`src/rmcr_pkg.sv`:
```
package rmcr_pkg;
   // Register offsets
   localparam logic [7:0] OFS_DATA_MOD = 8'h01;
   localparam logic [7:0] OFS_FREQ_DEV = 8'h02;
   localparam logic [7:0] OFS_BIT_RATE = 8'h03;
   localparam logic [7:0] OFS_FLOOR = 8'h04;
   localparam logic [7:0] OFS_FIFO = 8'h05;
   // Reset values
   localparam logic [7:0] RST_DATA_MOD = 8'h88;
   localparam logic [7:0] RST_FREQ_DEV = 8'h03;
   localparam logic [7:0] RST_BIT_RATE = 8'h07;
   localparam logic [7:0] RST_FLOOR = 8'h0c;
   localparam logic [7:0] RST_FIFO = 8'h0f;
   // Field positions
   localparam int MODULATION_SELECT_LSB = 6;
   localparam int DOP_LOWER_POS = 5;
   localparam int OOK_THRESHOLD_TYPE_LSB = 3;
   localparam int DOP_UPPER_POS = 2;
   localparam int IFATT_LSB = 0;
   localparam int RATE_RSVD_POS = 7;
   localparam int FIFO_DEPTH_SELECT_LSB = 6;
   localparam int FTHR_LSB = 0;
   // Field codes
   localparam logic [1:0] MOD_CODE_FSK = 2'h2;
   localparam logic [1:0] MOD_CODE_OOK = 2'h1;
   localparam logic [1:0] OOK_CODE_FIXED = 2'h0;
   localparam logic [1:0] OOK_CODE_PEAK = 2'h1;
   localparam logic [1:0] OOK_CODE_AVG = 2'h2;
   // Scaling
   localparam logic [3:0] DEV_SHIFT = 4'h5;
   localparam logic [3:0] RATE_SHIFT = 4'h6;
   localparam logic [4:0] IF_STEP_HALF_DB = 5'h09;
   localparam logic [6:0] FIFO_STEP_BYTES = 7'h10;

   typedef enum logic [1:0] {RMCR_MOD_RSVD, RMCR_MOD_FSK, RMCR_MOD_OOK} rmcr_mod_t;
   typedef enum logic [1:0] {RMCR_DOP_CONT, RMCR_DOP_BUF, RMCR_DOP_PKT} rmcr_dop_t;
   typedef enum logic [1:0] {
      RMCR_OOK_FIXED, RMCR_OOK_PEAK, RMCR_OOK_AVG, RMCR_OOK_RSVD
   } rmcr_ook_t;
   typedef enum logic [1:0] {RMCR_RADIO_STBY, RMCR_RADIO_TX, RMCR_RADIO_RX} rmcr_radio_t;
endpackage : rmcr_pkg

```
`src/rmcr_fifo_if.sv`:
```
`timescale 1ns/1ps
interface rmcr_fifo_if;
   import rmcr_pkg::*;
   logic [5:0] threshold;
   logic [6:0] fill;
   rmcr_radio_t radio_mode;
   logic event_level;
   modport cfg_side (output threshold, output fill, output radio_mode, input event_level);
   modport thr_side (input threshold, input fill, input radio_mode, output event_level);
endinterface : rmcr_fifo_if

```
`src/rmcr_fifo_thr.sv`:
```
`timescale 1ns/1ps
module rmcr_fifo_thr (
   rmcr_fifo_if.thr_side fifo_if
);
   import rmcr_pkg::*;
   wire above_thr;
   // Event meaning depends on the radio mode
   assign above_thr = fifo_if.fill > {1'b0, fifo_if.threshold};
   always_comb begin
      unique case (fifo_if.radio_mode)
         RMCR_RADIO_TX: fifo_if.event_level = !above_thr;
         RMCR_RADIO_RX: fifo_if.event_level = above_thr;
         default: fifo_if.event_level = 1'b0;
      endcase
   end
endmodule : rmcr_fifo_thr

```
`src/radio_modem_config_regs.sv`:
```
`timescale 1ns/1ps
module radio_modem_config_regs (
   input wire logic mclk_in,
   input wire logic rst_in,
   input wire logic [7:0] addr_in,
   input wire logic [7:0] wdata_in,
   input wire logic wr_in,
   input wire logic rd_in,
   output logic [7:0] rdata_out,
   input wire rmcr_pkg::rmcr_radio_t radio_mode_in,
   input wire logic [6:0] fifo_fill_in,
   output rmcr_pkg::rmcr_mod_t modulation_out,
   output logic mod_reserved_out,
   output rmcr_pkg::rmcr_dop_t data_op_mode_out,
   output rmcr_pkg::rmcr_ook_t ook_threshold_type_out,
   output logic [1:0] if_attenuation_out,
   output logic [4:0] if_atten_half_db_out,
   output logic [7:0] deviation_value_out,
   output logic [13:0] dev_divisor_out,
   output logic [6:0] rate_divider_value_out,
   output logic [13:0] bit_period_out,
   output logic [7:0] floor_threshold_value_out,
   output logic [6:0] fifo_depth_bytes_out,
   output logic [5:0] fifo_fill_threshold_out,
   output logic fifo_thr_event_out
);
   import rmcr_pkg::*;

   // Divisor (value + 1) scaled by a power of two
   function automatic logic [13:0] scaled_div(input logic [7:0] v, input logic [3:0] sh);
      scaled_div = ({6'h00, v} + 14'h0001) << sh;
   endfunction : scaled_div

   logic [7:0] data_mod_ff;
   logic [7:0] freq_dev_ff;
   logic [7:0] bit_rate_ff;
   logic [7:0] floor_ff;
   logic [7:0] fifo_cfg_ff;
   logic [7:0] nxt_data_mod;
   logic [7:0] nxt_freq_dev;
   logic [7:0] nxt_bit_rate;
   logic [7:0] nxt_floor;
   logic [7:0] nxt_fifo_cfg;
   logic [7:0] nxt_rdata;

   rmcr_mod_t nxt_modulation;
   rmcr_dop_t nxt_data_op;
   rmcr_ook_t nxt_ook_type;
   logic [4:0] nxt_if_half_db;
   logic [13:0] nxt_dev_divisor;
   logic [13:0] nxt_bit_period;
   logic [6:0] nxt_fifo_depth;

   // Write decode
   wire sel_data_mod = wr_in && (addr_in == OFS_DATA_MOD);
   wire sel_freq_dev = wr_in && (addr_in == OFS_FREQ_DEV);
   wire sel_bit_rate = wr_in && (addr_in == OFS_BIT_RATE);
   wire sel_floor = wr_in && (addr_in == OFS_FLOOR);
   wire sel_fifo_cfg = wr_in && (addr_in == OFS_FIFO);

   assign nxt_data_mod = sel_data_mod ? wdata_in : data_mod_ff;
   assign nxt_freq_dev = sel_freq_dev ? wdata_in : freq_dev_ff;
   // Reserved rate bit is held at zero
   assign nxt_bit_rate = sel_bit_rate ? {1'b0, wdata_in[6:0]} : bit_rate_ff;
   assign nxt_floor = sel_floor ? wdata_in : floor_ff;
   assign nxt_fifo_cfg = sel_fifo_cfg ? wdata_in : fifo_cfg_ff;

   // Field slices of the next register values
   wire [1:0] nxt_mod_code = nxt_data_mod[MODULATION_SELECT_LSB +: 2];
   wire nxt_dop_lower = nxt_data_mod[DOP_LOWER_POS];
   wire nxt_dop_upper = nxt_data_mod[DOP_UPPER_POS];
   wire [1:0] nxt_ook_code = nxt_data_mod[OOK_THRESHOLD_TYPE_LSB +: 2];
   wire [1:0] nxt_if_code = nxt_data_mod[IFATT_LSB +: 2];
   wire [1:0] nxt_fifo_depth_select = nxt_fifo_cfg[FIFO_DEPTH_SELECT_LSB +: 2];
   wire [5:0] nxt_fthr = nxt_fifo_cfg[FTHR_LSB +: 6];

   assign nxt_modulation = (nxt_mod_code == MOD_CODE_FSK) ? RMCR_MOD_FSK :
                           (nxt_mod_code == MOD_CODE_OOK) ? RMCR_MOD_OOK :
                           RMCR_MOD_RSVD;
   assign nxt_data_op = nxt_dop_upper ? RMCR_DOP_PKT :
                        nxt_dop_lower ? RMCR_DOP_BUF : RMCR_DOP_CONT;
   assign nxt_ook_type = (nxt_ook_code == OOK_CODE_FIXED) ? RMCR_OOK_FIXED :
                         (nxt_ook_code == OOK_CODE_PEAK) ? RMCR_OOK_PEAK :
                         (nxt_ook_code == OOK_CODE_AVG) ? RMCR_OOK_AVG : RMCR_OOK_RSVD;
   assign nxt_if_half_db = {3'h0, nxt_if_code} * IF_STEP_HALF_DB;
   assign nxt_dev_divisor = scaled_div(nxt_freq_dev, DEV_SHIFT);
   assign nxt_bit_period = scaled_div({1'b0, nxt_bit_rate[6:0]}, RATE_SHIFT);
   assign nxt_fifo_depth = ({5'h00, nxt_fifo_depth_select} + 7'h01) * FIFO_STEP_BYTES;

   // Read mux, unmapped offsets read zero
   always_comb begin
      unique case (addr_in)
         OFS_DATA_MOD: nxt_rdata = data_mod_ff;
         OFS_FREQ_DEV: nxt_rdata = freq_dev_ff;
         OFS_BIT_RATE: nxt_rdata = bit_rate_ff;
         OFS_FLOOR: nxt_rdata = floor_ff;
         OFS_FIFO: nxt_rdata = fifo_cfg_ff;
         default: nxt_rdata = 8'h00;
      endcase
   end

   // FIFO threshold event
   rmcr_fifo_if fifo_if ();
   assign fifo_if.threshold = fifo_cfg_ff[FTHR_LSB +: 6];
   assign fifo_if.fill = fifo_fill_in;
   assign fifo_if.radio_mode = radio_mode_in;

   rmcr_fifo_thr u_fifo_thr (
      .fifo_if(fifo_if.thr_side)
   );

   // Configuration registers
   always_ff @(posedge mclk_in) begin
      if (rst_in) begin
         data_mod_ff <= RST_DATA_MOD;
         freq_dev_ff <= RST_FREQ_DEV;
         bit_rate_ff <= RST_BIT_RATE;
         floor_ff <= RST_FLOOR;
         fifo_cfg_ff <= RST_FIFO;
      end else begin
         data_mod_ff <= nxt_data_mod;
         freq_dev_ff <= nxt_freq_dev;
         bit_rate_ff <= nxt_bit_rate;
         floor_ff <= nxt_floor;
         fifo_cfg_ff <= nxt_fifo_cfg;
      end
   end

   // Read data stands one cycle only
   always_ff @(posedge mclk_in) begin
      if (rst_in) begin
         rdata_out <= 8'h00;
      end else begin
         rdata_out <= rd_in ? nxt_rdata : 8'h00;
      end
   end

   // Decoded controls, aligned with the registers
   always_ff @(posedge mclk_in) begin
      if (rst_in) begin
         modulation_out <= RMCR_MOD_FSK;
         mod_reserved_out <= 1'b0;
         data_op_mode_out <= RMCR_DOP_CONT;
         ook_threshold_type_out <= RMCR_OOK_PEAK;
         if_attenuation_out <= 2'h0;
         if_atten_half_db_out <= 5'h00;
      end else begin
         modulation_out <= nxt_modulation;
         mod_reserved_out <= (nxt_modulation == RMCR_MOD_RSVD);
         data_op_mode_out <= nxt_data_op;
         ook_threshold_type_out <= nxt_ook_type;
         if_attenuation_out <= nxt_if_code;
         if_atten_half_db_out <= nxt_if_half_db;
      end
   end

   always_ff @(posedge mclk_in) begin
      if (rst_in) begin
         deviation_value_out <= RST_FREQ_DEV;
         dev_divisor_out <= scaled_div(RST_FREQ_DEV, DEV_SHIFT);
         rate_divider_value_out <= RST_BIT_RATE[6:0];
         bit_period_out <= scaled_div({1'b0, RST_BIT_RATE[6:0]}, RATE_SHIFT);
      end else begin
         deviation_value_out <= nxt_freq_dev;
         dev_divisor_out <= nxt_dev_divisor;
         rate_divider_value_out <= nxt_bit_rate[6:0];
         bit_period_out <= nxt_bit_period;
      end
   end

   always_ff @(posedge mclk_in) begin
      if (rst_in) begin
         floor_threshold_value_out <= RST_FLOOR;
         fifo_depth_bytes_out <= FIFO_STEP_BYTES;
         fifo_fill_threshold_out <= RST_FIFO[5:0];
         fifo_thr_event_out <= 1'b0;
      end else begin
         floor_threshold_value_out <= nxt_floor;
         fifo_depth_bytes_out <= nxt_fifo_depth;
         fifo_fill_threshold_out <= nxt_fthr;
         fifo_thr_event_out <= fifo_if.event_level;
      end
   end
endmodule : radio_modem_config_regs

```
`config.mk`:
```
export PLATFORM = sky130hd
export DESIGN_NAME = radio_modem_config_regs
export DESIGN_NICKNAME = d
export VERILOG_FILES = /design/src/rmcr_pkg.sv /design/src/rmcr_fifo_if.sv /design/src/rmcr_fifo_thr.sv /design/src/radio_modem_config_regs.sv
export SDC_FILE = /design/constraint.sdc
export NUM_CORES = 1
export LEC_CHECK = 0
export BUFFER_PORTS_ARGS = -buffer_cell sky130_fd_sc_hd__buf_2
export CAP_MARGIN = 20
export CORE_MARGIN = 10
export CORE_UTILIZATION = 45
export CTS_BUF_LIST = sky130_fd_sc_hd__clkbuf_8 sky130_fd_sc_hd__clkbuf_16
export CTS_CLUSTER_SIZE = 8
export DETAILED_ROUTE_END_ITERATION = 8
export GPL_ROUTABILITY_DRIVEN = 0
export GPL_TIMING_DRIVEN = 0
export PLACE_DENSITY_LB_ADDON = 0.15
export SYNTH_ARGS = -nofsm -noshare
export SYNTH_HDL_FRONTEND = slang
export SYNTH_SLANG_ARGS = --single-unit
```
`constraint.sdc`:
```
create_clock -name mclk_in -period 3.2 [get_ports mclk_in]
set_input_delay 0.64 -clock mclk_in [delete_from_list [all_inputs] [get_ports mclk_in]]
set_output_delay 0.64 -clock mclk_in [all_outputs]
set_load 0.03 [all_outputs]
```
==> results of run 1 <==
[placed cells by master, fill, tap and decap left out, types with 13 or more instances in the layout]
cell,instances
buf_2,98
dfxtp_1,73
nor2_1,54
a21oi_1,18
mux2i_1,29
buf_4,31
ha_1,13
inv_1,21
nand2_1,13
clkbuf_1,16
conb_1,16
[synth_stat cells (3+ instances only)]
library cell	count	share of area
a21oi_1	18	0.026
ha_1	13	0.046
nand2b_1	6	0.011
nor2_1	54	0.058
xor2_1	6	0.015
o21ai_0	3	0.0043
a211oi_1	8	0.017
nand3_1	9	0.013
a211o_1	7	0.017
nand2_1	13	0.014
xnor2_1	8	0.020
a22oi_1	4	0.0086
inv_1	21	0.022
mux2i_1	29	0.083
and3_1	3	0.0054
nor2b_1	12	0.021
buf_4	31	0.066
nand3b_1	3	0.0064
a221oi_1	7	0.017
or2_2	4	0.0071
clkbuf_1	16	0.017
mux2_2	3	0.0096
dfxtp_1	73	0.42
nand4_1	4	0.0071
[state kept, by name, summed over array words and instances, names as in the netlist]
name,cells
mod_reserved_out,1
bit_rate_ff,7
rdata_out,8
bit_period_out,8
ook_threshold_type_out,1
fifo_depth_bytes_out,3
deviation_value_out,8
data_mod_ff,8
fifo_cfg_ff,8
floor_threshold_value_out,8
fifo_thr_event_out,1
dev_divisor_out,9
data_op_mode_out,1
modulation_out,2
[path summary, 6_finish.rpt]
| path | to | slack (ns) | cells after the start |
|---|---|---|---|
| setup / recovery | dev_divisor_out[11] | 0.57 | 12 |
| hold / removal | floor_threshold_value_out[6] | 0.53 | 2 |
| setup reg to reg | fifo_thr_event_out | 1.58 | 6 |
| hold reg to reg | floor_threshold_value_out[6] | 0.53 | 2 |
[where the power goes]
group | switching, µW | leakage (µW) | internal, µW
Clock | 347 | 0.000122 | 535
Sequential | 1.07 | 0.000589 | 910
Combinational | 110 | 0.00150 | 56.6
Total | 458 | 0.00221 | 1500
[kinds of logic after synthesis]
| logic type | count (synthesis) |
|---|---|
| compound gates | 54 |
| fa+ha+maj | 13 |
| other cells | 1 |
| flops | 73 |
| mux | 35 |
| simple gates | 120 |
| buf+inv | 70 |
| xor+xnor | 14 |
[through the flow]
stage / power (µW) / setup slack [ns]
floorplan: 1040 / 0.742
global placement: 1090 / 0.236
detailed placement: 1100 / 0.224
CTS: 1970 / 0.595
global route: 2020 / 0.339
finish: 1960 / 0.575
[critical path, stage by stage]
cell and delay (ns):
buf_2 0.09, buf_4 0.17, nor3b_1 0.39, nand3_2 0.32, mux2i_1 0.29, inv_1 0.07
ha_1 0.24, nand3_1 0.13, nor2_1 0.06, mux2i_1 0.22, xnor2_1 0.15, nor2_1 0.06
[per-layer routing]
metal	GRT usage	vias up	routed length (µm)
li1	-	1490	-
met1	0.206	1365	4250
met2	0.291	113	4960
met3	0.0666	11	953
met4	0.0631	0	112
met5	0	-	0
[layout make-up]
type                            instances  area, µm²  area share
Multi-Input combinational cell        252       1710       0.388
Clock buffer                           10        138      0.0312
Inverter                               21       78.8      0.0178
Sequential cell                        73       1460       0.331
Tap cell                              102        128      0.0289
Clock inverter                          5        104      0.0235
Timing Repair Buffer                   97        485       0.110
Buffer                                 49        309      0.0700
==> results.sh, run 1 <==
export IMPL_cp_required_ns=3.43
export IMPL_tns_ns=0
export IMPL_worst_skew_pair_late_latency_ns=0.36
export IMPL_syn_area_per_cell_um2=9.23
export IMPL_tightest_slew_ns=0.927
export IMPL_cts_root_buf="clkbuf_8"
export IMPL_ys_ff_latch=73
export IMPL_relSlewSlack=0.372
export IMPL_cts_buffers=9
export IMPL_run_status="completed"
export IMPL_startpoint="addr_in[1]"
export IMPL_synth_mux_area_frac=0.107
export IMPL_pin_count=116
export IMPL_post_route_period_util=0.820
export IMPL_setup_violations=0
export IMPL_first_pass_iters=4
export IMPL_rr_startpoint="fifo_cfg_ff[4]"
export IMPL_cp_start_kind="input port"
export IMPL_peakVddDrop_v=0.000199
export IMPL_drt_wl_total_um=10300
export IMPL_diodes=0
export IMPL_fin_nets=545
export IMPL_cts_tree="done"
export IMPL_dp_hpwl_um=7950
export IMPL_dieArea_um2=11700
export IMPL_ys_seq_area_frac=0.417
export IMPL_utilization=0.578
export IMPL_placed_cells=594
export IMPL_synth_adder_area_share=0.0464
export IMPL_synth_simple_gate_area_frac=0.177
export IMPL_cp_arrival_ns=2.85
export IMPL_fillerInstances=721
export IMPL_synth_top_family_by_area="simple AND/OR/NAND/NOR gates"
export IMPL_antenna_found_initial=0
export IMPL_num_rows=32
export IMPL_fin_skew_ns=0.00573
export IMPL_p_per_area_nw_per_um2=444
export IMPL_drive_gt1_frac=0.318
export IMPL_clockBufferDepth=2
export IMPL_hp_class="flop to flop"
export IMPL_grt_max_degree=13
export IMPL_synth_area_um2=3510
export IMPL_vias_per_cell=4.89
export IMPL_synth_cells=380
export IMPL_synth_cell_type_count=46
export IMPL_synthArstFlopShare=0
export IMPL_hold_violations=0
export IMPL_max_freq_ghz=0.381
export IMPL_grt_pass1_wl_um=16000
export IMPL_overflow=0
export IMPL_synth_compound_area_frac=0.106
export IMPL_place_area_um2=4180
export IMPL_start_util=0.458
export IMPL_crit_path_end_kind="flop"
export IMPL_min_from="floor_threshold_value_out[6]"
export IMPL_drc=0
export IMPL_cts_sinks=73
export IMPL_path_max_fanout=10
export IMPL_rsz0062_at_grt="false"
export IMPL_postCtsSetupRepairBufs=0
export IMPL_postCtsResizedCells=0
export IMPL_port_buffers=96
export IMPL_vias=2979
export IMPL_final_max_slew_viol_count=0
export IMPL_synth_ff_type="dfxtp_1"
export IMPL_critical_path_class="input port to flop"
export IMPL_hold_ws_ns=0.529
export IMPL_cts_htree_levels=3
export IMPL_grt_usage=0.177
export IMPL_wire_per_inst_um=16.9
export IMPL_core_um2=7650
export IMPL_layout_min_cycle_time_ns=2.63
export IMPL_synth_xor_area_share=0.0350
export IMPL_dieHeight_um=108
export IMPL_area_delta_synth_final_pct=26.0
export IMPL_max_cap_violations=0
export IMPL_yosys_warnings=0
export IMPL_layout_cells_non_filler=609
export IMPL_fin_area_um2=4420
export IMPL_grt_pass1_vias=3072
export IMPL_synth_edf_count=0
export IMPL_first_iter_violations=193
export IMPL_p_leak_uw=0.00221
export IMPL_cts_hold_buffers=0
export IMPL_drtAntennaViolNets=0
export IMPL_cts_clk_slew_worst_paths_ns=0.07
export IMPL_die_w_um=108
No activity file was read; power rests on OpenSTA's default activity.
==> inputs of run 2 (changes only) <==
==> constraint.sdc (replaced) <==
create_clock -name mclk_in -period 2.5 [get_ports mclk_in]
set_input_delay 0.5 -clock mclk_in [delete_from_list [all_inputs] [get_ports mclk_in]]
set_output_delay 0.5 -clock mclk_in [all_outputs]
set_load 0.03 [all_outputs]
==> results.sh, run 2 (synthesis gave the netlist of run 1 again) <==
export IMPL_run_status="completed"
export IMPL_vias_per_cell=4.94
export IMPL_drtAntennaViolNets=0
export IMPL_fin_area_um2=4460
export IMPL_crit_path_end_kind="flop"
export IMPL_cts_clk_slew_worst_paths_ns=0.07
export IMPL_vias=3035
export IMPL_top_register="dev_divisor_out"
export IMPL_layout_min_cycle_time_ns=2.33
export IMPL_worst_skew_pair_late_latency_ns=0.36
export IMPL_min_from="wdata_in[1]"
export IMPL_grt_pass1_wl_um=16000
export IMPL_critical_path_class="input port to flop"
export IMPL_dieArea_um2=11700
export IMPL_num_rows=32
export IMPL_tightest_slew_ns=0.930
export IMPL_peakVddDrop_v=0.000255
export IMPL_relSlewSlack=0.370
export IMPL_drive_gt1_frac=0.326
export IMPL_pin_count=116
export IMPL_p_leak_uw=0.00223
export IMPL_hold_violations=0
export IMPL_grt_usage=0.177
export IMPL_grt_pass1_vias=3072
export IMPL_rsz0062_at_grt="false"
export IMPL_cp_start_kind="input port"
export IMPL_clockBufferDepth=2
export IMPL_dieHeight_um=108
export IMPL_path_max_fanout=10
export IMPL_fin_skew_ns=0.00539
export IMPL_post_route_period_util=0.930
export IMPL_core_um2=7650
export IMPL_min_delay_path_depth=3
export IMPL_final_max_slew_viol_count=0
export IMPL_cts_sinks=73
export IMPL_diodes=0
export IMPL_overflow=0
export IMPL_hold_ws_ns=0.453
export IMPL_rr_startpoint="fifo_cfg_ff[4]"
export IMPL_fin_nets=550
export IMPL_hp_class="input port to flop"
export IMPL_layout_cells_non_filler=614
export IMPL_max_cap_violations=0
export IMPL_cts_root_buf="clkbuf_8"
export IMPL_final_common_cell="buf_2"
export IMPL_cp_required_ns=2.74
export IMPL_dp_hpwl_um=7950
export IMPL_antenna_found_initial=0
export IMPL_startpoint="addr_in[2]"
export IMPL_worst_r2r_path_depth=6
export IMPL_placed_cells=594
export IMPL_die_w_um=108
export IMPL_first_iter_violations=184
export IMPL_drt_wl_total_um=10400
export IMPL_cts_htree_levels=3
export IMPL_first_pass_iters=5
export IMPL_layout_common_cells="98 x buf_2, 73 x dfxtp_1, 54 x nor2_1, 36 x buf_4, 29 x mux2i_1"
export IMPL_area_delta_synth_final_pct=27.2
export IMPL_cts_tree="done"
export IMPL_cts_buffers=9
export IMPL_wire_per_inst_um=16.9
export IMPL_port_buffers=96
export IMPL_setup_violations=0
export IMPL_largest_reg_flops=9
export IMPL_p_total_uw=2510
export IMPL_grt_max_degree=13
export IMPL_cp_arrival_ns=2.57
export IMPL_place_area_um2=4180
export IMPL_tns_ns=0
export IMPL_p_per_area_nw_per_um2=564
export IMPL_max_freq_ghz=0.430
export IMPL_drc=0
export IMPL_start_util=0.458
==> run 2: critical path, cell delays in order <==
cell     delay [ns]
buf_2          0.12
buf_2          0.20
nor3b_2        0.39
nand3_1        0.40
mux2i_1        0.42
inv_1          0.08
ha_1           0.18
or2_2          0.27
==> run 2: worst paths after layout <==
check	to	slack [ns]
max	modulation_out[0]	0.17
min	floor_threshold_value_out[1]	0.45
max reg2reg	fifo_thr_event_out	0.86
min reg2reg	floor_threshold_value_out[6]	0.53
==> run 2: through the flow <==
stage / utilization / setup slack (ns)
finish: 0.583 / 0.175
global route: 0.583 / 0.0317
CTS: 0.578 / 0.0346
detailed placement: 0.546 / -0.336
global placement: 0.545 / -0.324
floorplan: - / 0.182
==> run 2: layer usage <==
layer / wire (µm) / part of all wire / global-route usage / vias to the layer above
met5: 0 / 0 / 0 / -
met4: 134 / 0.013 / 0.0631 / 0
met3: 921 / 0.089 / 0.0666 / 10
met2: 4970 / 0.48 / 0.291 / 118
met1: 4360 / 0.42 / 0.206 / 1410
li1: - / - / - / 1497
==> run 2: timing repair <==
item	CTS	global route
endpoints found under the setup margin	0	4
gates resized for setup	0	1
hold buffers	0	0
setup buffers	0	5
==> run 2: layout make-up <==
type                            instances  area (µm²)
Buffer                                 49         309
Timing Repair Buffer                  102         523
Tap cell                              102         128
Fill cell                             710        3190
Inverter                               21        78.8
Clock inverter                          5         104
Multi-Input combinational cell        252        1720
Clock buffer                           10         138
Sequential cell                        73        1460
==> run 2: report_power, final <==
group	internal, µW	leakage (µW)	total (µW)	switching [µW]
sequential	1160	0.000589	1170	1.38
combinational	73.9	0.00152	216	142
clock	684	0.000122	1130	448
